File: src/core/clkgen_cfg_pkg.sv
// constants and types for the clock generator configuration bank
package clkgen_cfg_pkg;
	localparam int unsigned CLK_HZ = 50_000_000;
	localparam int unsigned WD_UNIT_MS = 290;
	localparam int unsigned WD_UNIT_CYC = WD_UNIT_MS * (CLK_HZ / 1000);
	localparam logic [6:0] DEV_ADDR = 7'h5A;
	// arbitrary identification values
	localparam logic [2:0] VENDOR_CODE = 3'h5;
	localparam logic [4:0] REVISION_CODE = 5'h02;
	// byte indices
	localparam logic [4:0] IDX_PCI_EN = 5'h02;
	localparam logic [4:0] IDX_STRAP_A = 5'h04;
	localparam logic [4:0] IDX_PERIPH_EN = 5'h05;
	localparam logic [4:0] IDX_UNUSED6 = 5'h06;
	localparam logic [4:0] IDX_MAKER_REV = 5'h07;
	localparam logic [4:0] IDX_RB_LEN = 5'h08;
	localparam logic [4:0] IDX_WD_CTRL = 5'h09;
	localparam logic [4:0] IDX_WD_COUNT = 5'h0A;
	localparam logic [4:0] IDX_REF_DIV = 5'h0B;
	localparam logic [4:0] IDX_FB_DIV = 5'h0C;
	localparam logic [4:0] IDX_SPREAD_LO = 5'h0D;
	localparam logic [4:0] IDX_SPREAD_HI = 5'h0E;
	localparam logic [4:0] IDX_SKEW_A = 5'h0F;
	localparam logic [4:0] IDX_SKEW_B = 5'h10;
	localparam logic [4:0] IDX_SLEW_A = 5'h11;
	localparam logic [4:0] IDX_LAST = 5'h11;
	// field positions
	localparam int PCI_FREE_BIT = 6;
	localparam int APIC_BIT = 4;
	localparam int REFERENCE_OUT_ONE_BIT = 1;
	localparam int REFERENCE_OUT_ZERO_BIT = 0;
	localparam int STRAP_S1_BIT = 3;
	localparam int STRAP_S3_BIT = 1;
	localparam int SRC_SEL_BIT = 7;
	localparam int WD_EN_BIT = 6;
	localparam int WD_ALARM_BIT = 5;
	// reset values
	localparam logic [7:0] RST_PCI_EN = 8'hFF;
	localparam logic [7:0] RST_PERIPH_EN = 8'hFF;
	localparam logic [7:0] RST_UNUSED6 = 8'h06;
	localparam logic [7:0] RST_RB_LEN = 8'h08;
	localparam logic [7:0] RST_WD_CTRL = 8'h00;
	localparam logic [7:0] RST_WD_COUNT = 8'h10;
	localparam logic [7:0] DEF_SPREAD_LO = 8'h00;
	localparam logic [7:0] DEF_SPREAD_HI = 8'h00;
	localparam logic [7:0] DEF_SKEW_A = 8'h00;
	localparam logic [7:0] DEF_SKEW_B = 8'h00;
	localparam logic [7:0] DEF_SLEW_A = 8'h00;
	// writable masks, fixed reserved bits and divider offsets
	localparam logic [7:0] WM_PCI_EN = 8'h5F;
	localparam logic [7:0] FIX_PCI_EN = 8'hA0;
	localparam logic [7:0] WM_PERIPH_EN = 8'h13;
	localparam logic [7:0] FIX_PERIPH_EN = 8'hEC;
	localparam logic [7:0] FIX_STRAP_A = 8'hF5;
	localparam logic [7:0] WM_WD_CTRL = 8'hDF;
	localparam logic [7:0] WM_SPREAD_HI = 8'h1F;
	localparam logic [7:0] WM_SKEW_B = 8'hC0;
	localparam logic [9:0] FB_OFFSET = 10'h008;
	localparam logic [7:0] REF_OFFSET = 8'h02;

	typedef struct packed {
		logic wr;
		logic [4:0] idx;
		logic [7:0] data;
	} cfg_req_t;

	typedef enum logic [5:0] {
		ST_IDLE = 6'h01,
		ST_ADDR = 6'h02,
		ST_CMD = 6'h04,
		ST_COUNT = 6'h08,
		ST_WRITE = 6'h10,
		ST_READ = 6'h20
	} ser_state_t;
endpackage

File: src/core/clkgen_cfg.sv
// two-wire programmed configuration bank of the system clock generator
`timescale 1ns/100ps
module clkgen_cfg
	import clkgen_cfg_pkg::*;
#(
	parameter int unsigned WD_UNIT_CYCLES = WD_UNIT_CYC
) (
	input wire logic mclk_in,
	input wire logic nrst_in,
	input wire logic scl_in,
	input wire logic sda_in,
	output logic sda_out,
	output logic sda_oe_out,
	input wire logic [3:0] freq_select_in,
	input wire logic pci_src_in,
	input wire logic ref_src_in,
	input wire logic apic_src_in,
	output logic pci_free_running_out,
	output logic pci_out_zero,
	output logic pci_out_one,
	output logic pci_out_two,
	output logic pci_out_three,
	output logic pci_out_four,
	output logic interrupt_ctrl_clock_out,
	output logic reference_out_zero,
	output logic reference_out_one,
	output logic [4:0] freq_code_out,
	output logic use_dividers_out,
	output logic [9:0] fb_div_out,
	output logic [7:0] ref_div_out,
	output logic [12:0] spread_out,
	output logic [7:0] skew_a_out,
	output logic [1:0] skew_b_out,
	output logic [7:0] slew_out,
	output logic wd_alarm_out
);

	// ----------------------------------------
	// functions
	// ----------------------------------------
	function automatic logic [17:0] freq_table(input logic [4:0] code);
		logic [17:0] v;
		v = {10'd447, 8'd40};
		case (code)
			5'h00: v = {10'd447, 8'd40};
			5'h01: v = {10'd440, 8'd42};
			5'h02: v = {10'd512, 8'd44};
			5'h03: v = {10'd392, 8'd42};
			5'h04: v = {10'd446, 8'd31};
			5'h05: v = {10'd485, 8'd31};
			5'h06: v = {10'd513, 8'd54};
			5'h07: v = {10'd518, 8'd37};
			5'h08: v = {10'd352, 8'd21};
			5'h09: v = {10'd514, 8'd32};
			5'h0A: v = {10'd507, 8'd33};
			5'h0B: v = {10'd484, 8'd33};
			5'h0C: v = {10'd352, 8'd18};
			5'h0D: v = {10'd440, 8'd21};
			5'h0E: v = {10'd433, 8'd25};
			5'h0F: v = {10'd483, 8'd26};
			5'h10: v = {10'd396, 8'd21};
			5'h11: v = {10'd345, 8'd19};
			5'h12: v = {10'd440, 8'd25};
			5'h13: v = {10'd478, 8'd29};
			5'h14: v = {10'd486, 8'd30};
			5'h15: v = {10'd491, 8'd37};
			5'h16: v = {10'd440, 8'd35};
			5'h17: v = {10'd463, 8'd39};
			5'h18: v = {10'd371, 8'd16};
			5'h19: v = {10'd447, 8'd20};
			5'h1A: v = {10'd433, 8'd20};
			5'h1B: v = {10'd310, 8'd15};
			5'h1C: v = {10'd469, 8'd23};
			5'h1D: v = {10'd362, 8'd18};
			5'h1E: v = {10'd476, 8'd24};
			5'h1F: v = {10'd347, 8'd18};
			default: v = {10'd447, 8'd40};
		endcase
		return v;
	endfunction

	function automatic logic [7:0] wmask(input logic [4:0] idx);
		logic [7:0] m;
		m = 8'h00;
		case (idx)
			IDX_PCI_EN: m = WM_PCI_EN;
			IDX_PERIPH_EN: m = WM_PERIPH_EN;
			IDX_WD_CTRL: m = WM_WD_CTRL;
			IDX_SPREAD_HI: m = WM_SPREAD_HI;
			IDX_SKEW_B: m = WM_SKEW_B;
			IDX_UNUSED6, IDX_RB_LEN, IDX_WD_COUNT, IDX_REF_DIV, IDX_FB_DIV,
			IDX_SPREAD_LO, IDX_SKEW_A, IDX_SLEW_A: m = 8'hFF;
			default: m = 8'h00;
		endcase
		return m;
	endfunction

	function automatic logic [7:0] reset_val(input logic [4:0] idx);
		logic [7:0] r;
		r = 8'h00;
		case (idx)
			IDX_PCI_EN: r = RST_PCI_EN;
			IDX_PERIPH_EN: r = RST_PERIPH_EN;
			IDX_UNUSED6: r = RST_UNUSED6;
			IDX_RB_LEN: r = RST_RB_LEN;
			IDX_WD_CTRL: r = RST_WD_CTRL;
			IDX_WD_COUNT: r = RST_WD_COUNT;
			default: r = 8'h00;
		endcase
		return r;
	endfunction

	// ----------------------------------------
	// storage and state
	// ----------------------------------------
	logic [7:0] cfg [0:17];
	logic [3:0] strap_code;
	logic strap_done;
	logic scl_q, sda_q;
	ser_state_t state;
	logic [3:0] bit_cnt;
	logic [7:0] shreg;
	logic [4:0] ptr;
	logic cnt_sent;
	cfg_req_t req;
	logic [23:0] tick_div;
	logic [7:0] wd_ticks;
	logic wd_alarm;

	// ----------------------------------------
	// decode
	// ----------------------------------------
	wire start_ev = scl_in & scl_q & sda_q & ~sda_in;
	wire stop_ev = scl_in & scl_q & ~sda_q & sda_in;
	wire scl_rise = scl_in & ~scl_q;
	wire scl_fall = ~scl_in & scl_q;
	wire is_read = (state == ST_READ);
	wire [7:0] pci_en = cfg[2] | FIX_PCI_EN;
	wire [7:0] periph_en = cfg[5] | FIX_PERIPH_EN;
	wire [7:0] wd_ctrl = {cfg[9][7:6], wd_alarm, cfg[9][4:0]};
	wire [7:0] strap_byte = FIX_STRAP_A | {4'h0, ~strap_code[1], 1'b0, ~strap_code[3], 1'b0};
	wire [7:0] id_byte = {VENDOR_CODE, REVISION_CODE};
	wire wd_en = cfg[9][WD_EN_BIT];
	wire src_prog = cfg[9][SRC_SEL_BIT];
	wire [4:0] strap5 = {1'b0, strap_code};
	wire [4:0] next_freq_code = wd_alarm ? cfg[9][4:0] : strap5;
	wire next_use_div = src_prog & ~wd_alarm;
	wire [17:0] tbl_active = freq_table(next_freq_code);
	// straps still being captured, so read the pins directly
	wire [17:0] tbl_strap = freq_table({1'b0, freq_select_in});
	wire [9:0] prog_fb = {1'b0, cfg[12], cfg[11][7]} + FB_OFFSET;
	wire [7:0] prog_ref = {1'b0, cfg[11][6:0]} + REF_OFFSET;
	wire [9:0] next_fb = next_use_div ? prog_fb : tbl_active[17:8];
	wire [7:0] next_ref = next_use_div ? prog_ref : tbl_active[7:0];
	wire idx_ok = (ptr <= IDX_LAST);
	wire [7:0] rd_stored = idx_ok ? (cfg[ptr] & wmask(ptr)) : 8'h00;
	wire [7:0] rd_byte = (ptr == IDX_PCI_EN) ? pci_en :
		(ptr == IDX_PERIPH_EN) ? periph_en :
		(ptr == IDX_STRAP_A) ? strap_byte :
		(ptr == IDX_MAKER_REV) ? id_byte :
		(ptr == IDX_WD_CTRL) ? wd_ctrl : rd_stored;
	wire [7:0] tx_byte = cnt_sent ? rd_byte : cfg[8];
	wire addr_hit = (shreg[7:1] == DEV_ADDR);
	wire wd_kick = req.wr & ((req.idx == IDX_WD_CTRL) | (req.idx == IDX_WD_COUNT));
	wire wd_clear = req.wr & (req.idx == IDX_WD_CTRL) & ~req.data[WD_ALARM_BIT];
	wire wd_tick = (tick_div == 24'(WD_UNIT_CYCLES - 1));
	wire wd_expire = wd_en & ~wd_alarm & (wd_ticks == cfg[10]);

	// ----------------------------------------
	// serial slave
	// ----------------------------------------
	always_ff @(posedge mclk_in or negedge nrst_in) begin
		if (!nrst_in) begin
			scl_q <= 1'b1;
			sda_q <= 1'b1;
			state <= ST_IDLE;
			bit_cnt <= 4'h0;
			shreg <= 8'h00;
			ptr <= 5'h00;
			cnt_sent <= 1'b0;
			sda_oe_out <= 1'b0;
			req <= '0;
		end else begin
			scl_q <= scl_in;
			sda_q <= sda_in;
			req.wr <= 1'b0;
			if (start_ev) begin
				state <= ST_ADDR;
				// clock fall closing the start wraps this to zero
				bit_cnt <= 4'hF;
				sda_oe_out <= 1'b0;
			end else if (stop_ev) begin
				state <= ST_IDLE;
				sda_oe_out <= 1'b0;
			end else if (state != ST_IDLE) begin
				if (scl_rise && bit_cnt < 4'h8 && !is_read) begin
					shreg <= {shreg[6:0], sda_in};
				end
				if (scl_rise && bit_cnt == 4'h8 && is_read && sda_in) begin
					state <= ST_IDLE;
					sda_oe_out <= 1'b0;
				end
				if (scl_fall) begin
					if (bit_cnt == 4'h7) begin
						bit_cnt <= 4'h8;
						sda_oe_out <= 1'b0;
						unique case (state)
							ST_ADDR: begin
								sda_oe_out <= addr_hit;
								state <= !addr_hit ? ST_IDLE : (shreg[0] ? ST_READ : ST_CMD);
								ptr <= 5'h00;
								cnt_sent <= 1'b0;
							end
							ST_CMD: begin
								sda_oe_out <= 1'b1;
								state <= ST_COUNT;
							end
							ST_COUNT: begin
								sda_oe_out <= 1'b1;
								state <= ST_WRITE;
							end
							ST_WRITE: begin
								sda_oe_out <= 1'b1;
								req <= '{wr: 1'b1, idx: ptr, data: shreg};
								if (ptr != 5'h1F) ptr <= ptr + 5'h01;
							end
							ST_READ: sda_oe_out <= 1'b0;
							ST_IDLE: sda_oe_out <= 1'b0;
						endcase
					end else if (bit_cnt == 4'h8) begin
						bit_cnt <= 4'h0;
						sda_oe_out <= is_read & ~tx_byte[7];
						if (is_read) begin
							shreg <= tx_byte;
							cnt_sent <= 1'b1;
							if (cnt_sent && ptr != 5'h1F) ptr <= ptr + 5'h01;
						end
					end else begin
						bit_cnt <= bit_cnt + 4'h1;
						if (is_read) begin
							sda_oe_out <= ~shreg[6];
							shreg <= {shreg[6:0], 1'b0};
						end
					end
				end
			end
		end
	end

	// ----------------------------------------
	// register bank
	// ----------------------------------------
	always_ff @(posedge mclk_in or negedge nrst_in) begin
		if (!nrst_in) begin
			for (int i = 0; i <= 17; i++) cfg[i] <= reset_val(5'(i));
			strap_code <= 4'h0;
			strap_done <= 1'b0;
		end else if (!strap_done) begin
			strap_code <= freq_select_in;
			strap_done <= 1'b1;
			cfg[11] <= {tbl_strap[8] ^ FB_OFFSET[0], tbl_strap[6:0] - REF_OFFSET[6:0]};
			cfg[12] <= 8'((tbl_strap[17:8] - FB_OFFSET) >> 1);
			cfg[13] <= DEF_SPREAD_LO;
			cfg[14] <= DEF_SPREAD_HI;
			cfg[15] <= DEF_SKEW_A;
			cfg[16] <= DEF_SKEW_B;
			cfg[17] <= DEF_SLEW_A;
		end else if (req.wr && req.idx <= IDX_LAST) begin
			cfg[req.idx] <= (req.data & wmask(req.idx)) | (cfg[req.idx] & ~wmask(req.idx));
		end
	end

	// ----------------------------------------
	// watchdog
	// ----------------------------------------
	always_ff @(posedge mclk_in or negedge nrst_in) begin
		if (!nrst_in) begin
			tick_div <= 24'h000000;
			wd_ticks <= 8'h00;
			wd_alarm <= 1'b0;
		end else begin
			if (!wd_en || wd_kick || wd_alarm) begin
				tick_div <= 24'h000000;
				wd_ticks <= 8'h00;
			end else begin
				tick_div <= wd_tick ? 24'h000000 : tick_div + 24'h000001;
				if (wd_tick && wd_ticks != 8'hFF) wd_ticks <= wd_ticks + 8'h01;
			end
			if (wd_expire) wd_alarm <= 1'b1;
			else if (wd_clear) wd_alarm <= 1'b0;
		end
	end

	// ----------------------------------------
	// registered outputs
	// ----------------------------------------
	always_ff @(posedge mclk_in or negedge nrst_in) begin
		if (!nrst_in) begin
			sda_out <= 1'b0;
			{pci_free_running_out, pci_out_four, pci_out_three, pci_out_two, pci_out_one, pci_out_zero} <= 6'h00;
			{interrupt_ctrl_clock_out, reference_out_one, reference_out_zero} <= 3'h0;
			freq_code_out <= 5'h00;
			use_dividers_out <= 1'b0;
			fb_div_out <= 10'h000;
			ref_div_out <= 8'h00;
			spread_out <= 13'h0000;
			skew_a_out <= 8'h00;
			skew_b_out <= 2'h0;
			slew_out <= 8'h00;
			wd_alarm_out <= 1'b0;
		end else begin
			sda_out <= 1'b0;
			pci_free_running_out <= pci_src_in & pci_en[PCI_FREE_BIT];
			pci_out_zero <= pci_src_in & pci_en[0];
			pci_out_one <= pci_src_in & pci_en[1];
			pci_out_two <= pci_src_in & pci_en[2];
			pci_out_three <= pci_src_in & pci_en[3];
			pci_out_four <= pci_src_in & pci_en[4];
			interrupt_ctrl_clock_out <= apic_src_in & periph_en[APIC_BIT];
			reference_out_one <= ref_src_in & periph_en[REFERENCE_OUT_ONE_BIT];
			reference_out_zero <= ref_src_in & periph_en[REFERENCE_OUT_ZERO_BIT];
			freq_code_out <= next_freq_code;
			use_dividers_out <= next_use_div;
			fb_div_out <= next_fb;
			ref_div_out <= next_ref;
			spread_out <= {cfg[14][4:0], cfg[13]};
			skew_a_out <= cfg[15];
			skew_b_out <= cfg[16][7:6];
			slew_out <= cfg[17];
			wd_alarm_out <= wd_alarm;
		end
	end
endmodule

File: config.mk
export PLATFORM = sky130hd
export DESIGN_NAME = clkgen_cfg
export DESIGN_NICKNAME = d
export VERILOG_FILES = /design/src/core/clkgen_cfg_pkg.sv /design/src/core/clkgen_cfg.sv
export SDC_FILE = /design/constraint.sdc
export NUM_CORES = 1
export LEC_CHECK = 0
export ABC_CLOCK_PERIOD_IN_PS = 5310
export BUFFER_PORTS_ARGS = -buffer_cell sky130_fd_sc_hd__buf_2
export CAP_MARGIN = 10
export CORE_UTILIZATION = 60
export DETAILED_ROUTE_END_ITERATION = 12
export HOLD_SLACK_MARGIN = 0.05
export PLACE_DENSITY = 0.78
export SYNTH_ARGS = -nofsm -noshare
export SYNTH_HDL_FRONTEND = slang
export SYNTH_SLANG_ARGS = --single-unit
File: constraint.sdc
create_clock -name mclk_in -period 5.31 [get_ports mclk_in]
set_input_delay 1.593 -clock mclk_in [delete_from_list [all_inputs] [get_ports mclk_in]]
set_output_delay 1.593 -clock mclk_in [all_outputs]
set_load 0.01 [all_outputs]
==> impl_metrics.yaml <==
run_status:
  status: "finished, final reports clean"
setup_path:
  end_kind: "flip-flop"
  path_buf_inv: 1
  crit_type: "flip-flop to flip-flop"
  cp-start-kind: "flip-flop"
  crit_family: "compound AO/OA/AOI/OAI gates"
  crit_fanout: 20
  arrival_ps: 3890
  slowest_stage: "o21a_1"
  worstPathRequired_ps: 5690
  crit_chain: "inv_1 -> ha_1 -> nand4bb_1 -> o221ai_2 -> nor2_1 -> a32oi_1 -> o21a_1 -> o21ai_0"
  slowest_delay_ps: 940
layout:
  syn_to_final_growth_pct: 10.0
  fillers: 2057
  finalNetCount: 1718
  drive_gt1_share_pct: 16.0
  antenna_cells: 0
place:
  portBuffers: 76
  dp_hpwl_um: 32800
  gp_congestion: 1.04
clock_tree:
  root_buffer: "clkbuf_16"
  clock_latency_ps: 580
  numCtsBuffers: 30
  cts.sinks: 288
  cts_post_setup_buffers_inserted: 0
  postCtsResizedCells: 0
  cts_tree: "built"
  clk_pin_slew_ps: 70
  cts.path.max_buffers: 3
  htree_levels: 1
  postCtsHoldBufs: 0
sta:
  clock_skew_ps: 18.1
  min_period_ps: 3510
  slew_viol_final: 0
  hold_slack_ps: 407
  finalSetupTns_ps: 0
  period_share_pct: 66.1
  hold_viol: 0
  slew_headroom_pct: 18.7
  fmax_ghz: 0.285
  max_slew.worst_pin.slew_ps: 1200
  setup_violations: 0
  rsz0062_at_grt: "no"
synthesis:
  synth_area_leaders: "dfrtp_1, nand2_1, mux4_2, o21ai_0, dfstp_2"
  synth-xor-area-share_pct: 2.80
  synth_async_sr_flop_share_pct: 100
  synth_edf_count: 0
  netlist.area_leader.share_pct: 41.5
  ys.flop_type: "dfrtp_1"
  syn-instance-count: 1650
  synth_compound_area_share_pct: 17.1
  yosys.area_share.simple_pct: 17.9
  ys_ff_latch: 288
  netlist_area_um2: 16000
  synth_top_family_by_area: "simple AND/OR/NAND/NOR gates"
  syn_nets: 1692
  synthAdderAreaFrac_pct: 2.43
  yosysSeqAreaShare_pct: 45.3
  syn-mean-instance-area_um2: 9.68
  yosys.area.top_type: "dfrtp_1"
  synthMuxAreaShare_pct: 10.3
  yosysWarnings: 0
  synth_cell_types: 95
floorplanning:
  start_util_pct: 61.3
  dieArea_um2: 27300
  rows: 59
  fp.dieH_um: 165
  io_pins: 78
  die_w_um: 165
  core-area_um2: 26100
grt:
  grt.total_usage_pct: 35.0
  grt_first_pass_wirelength_um: 72800
  antenna_found_initial: 0
  grt_max_degree: 99
  grt_overflow: 0
  grt_pass1_vias: 12700
power_and_ir_drop:
  ir_drop_v: 0.000319
  power.leakage_nw: 7.39
  power_density_nw_per_um2: 327
drt:
  routedWlPerCell_um: 22.9
  drt.antenna.violating_nets: 0
  drcViolationCount: 0
  firstDrtPassIters: 6
  totalWireLength_um: 46500
  drtIter0Drc: 1704
  viasPerCell: 6.63
  vias: 13500
job:
  drv_cap: 0
min_path:
  holdCritPathClass: "flip-flop to flip-flop"
## layout by cell type (no fill, tap or decap), drive strengths merged, types with 7 or more instances in the layout
cell / netlist / final
dfrtp: 265 / 265
nand2: 259 / 259
o21ai: 208 / 208
nor2: 109 / 109
buf: 52 / 97
mux2i: 52 / 52
nand3: 51 / 51
a21oi: 45 / 45
mux4: 42 / 42
clkbuf: 51 / 40
inv: 34 / 34
ha: 31 / 31
xor2: 30 / 30
nor3: 27 / 27
nand2b: 23 / 23
dfstp: 23 / 23
xnor2: 21 / 21
nand4: 19 / 19
a31oi: 19 / 19
nor2b: 17 / 17
a211oi: 17 / 17
and2: 17 / 17
mux2: 16 / 16
o211ai: 15 / 15
a22oi: 14 / 14
and3: 12 / 12
o221ai: 12 / 12
a32oi: 11 / 11
o22ai: 11 / 11
nand3b: 11 / 11
or2: 10 / 10
clkinv: 3 / 9
a21boi: 8 / 8
and4: 7 / 7
o21a: 7 / 7
or3: 7 / 7
a21o: 7 / 7
bufinv: 0 / 7
## power breakdown
| group | internal, mW | switching (mW) |
|---|---|---|
| registers | 2.30 | 0.174 |
| clock network | 1.46 | 0.904 |
| logic | 0.372 | 0.533 |
| total | 4.13 | 1.61 |
## area by class of cell
type,count,area (um2),area share [%]
multi-input cells,1222,8080,46.0
flip-flops and latches,288,7240,41.2
clock buffers,40,848,4.83
repair buffers,97,564,3.21
well taps,335,419,2.39
clock inverters,15,274,1.56
inverters,37,139,0.791
## cells in the mapped netlist (13+ instances only)
cell type  count
inv_1         33
clkbuf_1      50
and2_1        15
dfrtp_1      265
nor2_1       109
buf_2         23
a22oi_1       14
mux2_2        16
a211oi_1      17
ha_1          31
a31oi_1       19
o21ai_0      173
xnor2_1       21
dfstp_2       23
a21oi_1       45
o211ai_1      15
mux4_2        42
nand2b_1      23
buf_4         13
o21ai_1       25
nor2b_1       17
nand2_1      259
mux2i_1       51
xor2_1        30
nand3_1       51
nand4_1       19
nor3_1        26
## final timing paths
kind	startpoint	end	slack [ps]	cells after the start
min in group asynchronous	nrst_in	freq_code_out[0]	1050	1
worst max register to register	req[9]	cfg[1]	1800	8
worst max-delay path	req[9]	cfg[1]	1800	8
worst min register to register	cfg[18]	skew_a_out[2]	410	0
max in group asynchronous	nrst_in	cfg[123]	3310	2
worst min-delay path	cfg[18]	skew_a_out[2]	410	0
## registers in the layout (all words and copies together), names as in the netlist, 4 cells and up
signal / cells
cfg: 144
tick_div: 24
req: 14
spread_out: 13
fb_div_out: 10
ref_div_out: 8
shreg: 8
skew_a_out: 8
slew_out: 8
wd_ticks: 8
state: 6
freq_code_out: 5
ptr: 5
bit_cnt: 4
strap_code: 4
## cell families (layout without fill, tap and decap cells)
kind of cell,after synthesis,count (layout)
DFF,288,288
adders and majority gates,31,31
muxes,110,110
xor gates and xnor gates,51,51
and+or+nand+nor,596,596
buffers and inverters,140,189
other,2,2
AOI/OAI and AO/OA,432,432
## stage by stage
stage	worst slack, ps	utilization, %	instances	power [mW]	area (um2)
after global placement	1820	63.1	1978	3.37	16400
after floorplan	2140	-	1650	3.10	16000
final	1800	67.4	2034	5.74	17600
after CTS	1980	67.4	2033	5.75	17600
after detailed placement	1630	63.1	1978	3.39	16400
after global routing	1730	67.4	2034	5.94	17600
## routing by layer
metal	routed length [um]	global-route usage [%]	vias up	part of all wire [%]
met5	0	0	-	0
met3	4600	6.72	142	9.9
met4	2200	14.7	0	4.7
met2	21000	53.8	763	45
met1	18700	48.7	6570	40
li1	-	-	6015	-
No activity file was read; power rests on OpenSTA's default activity.
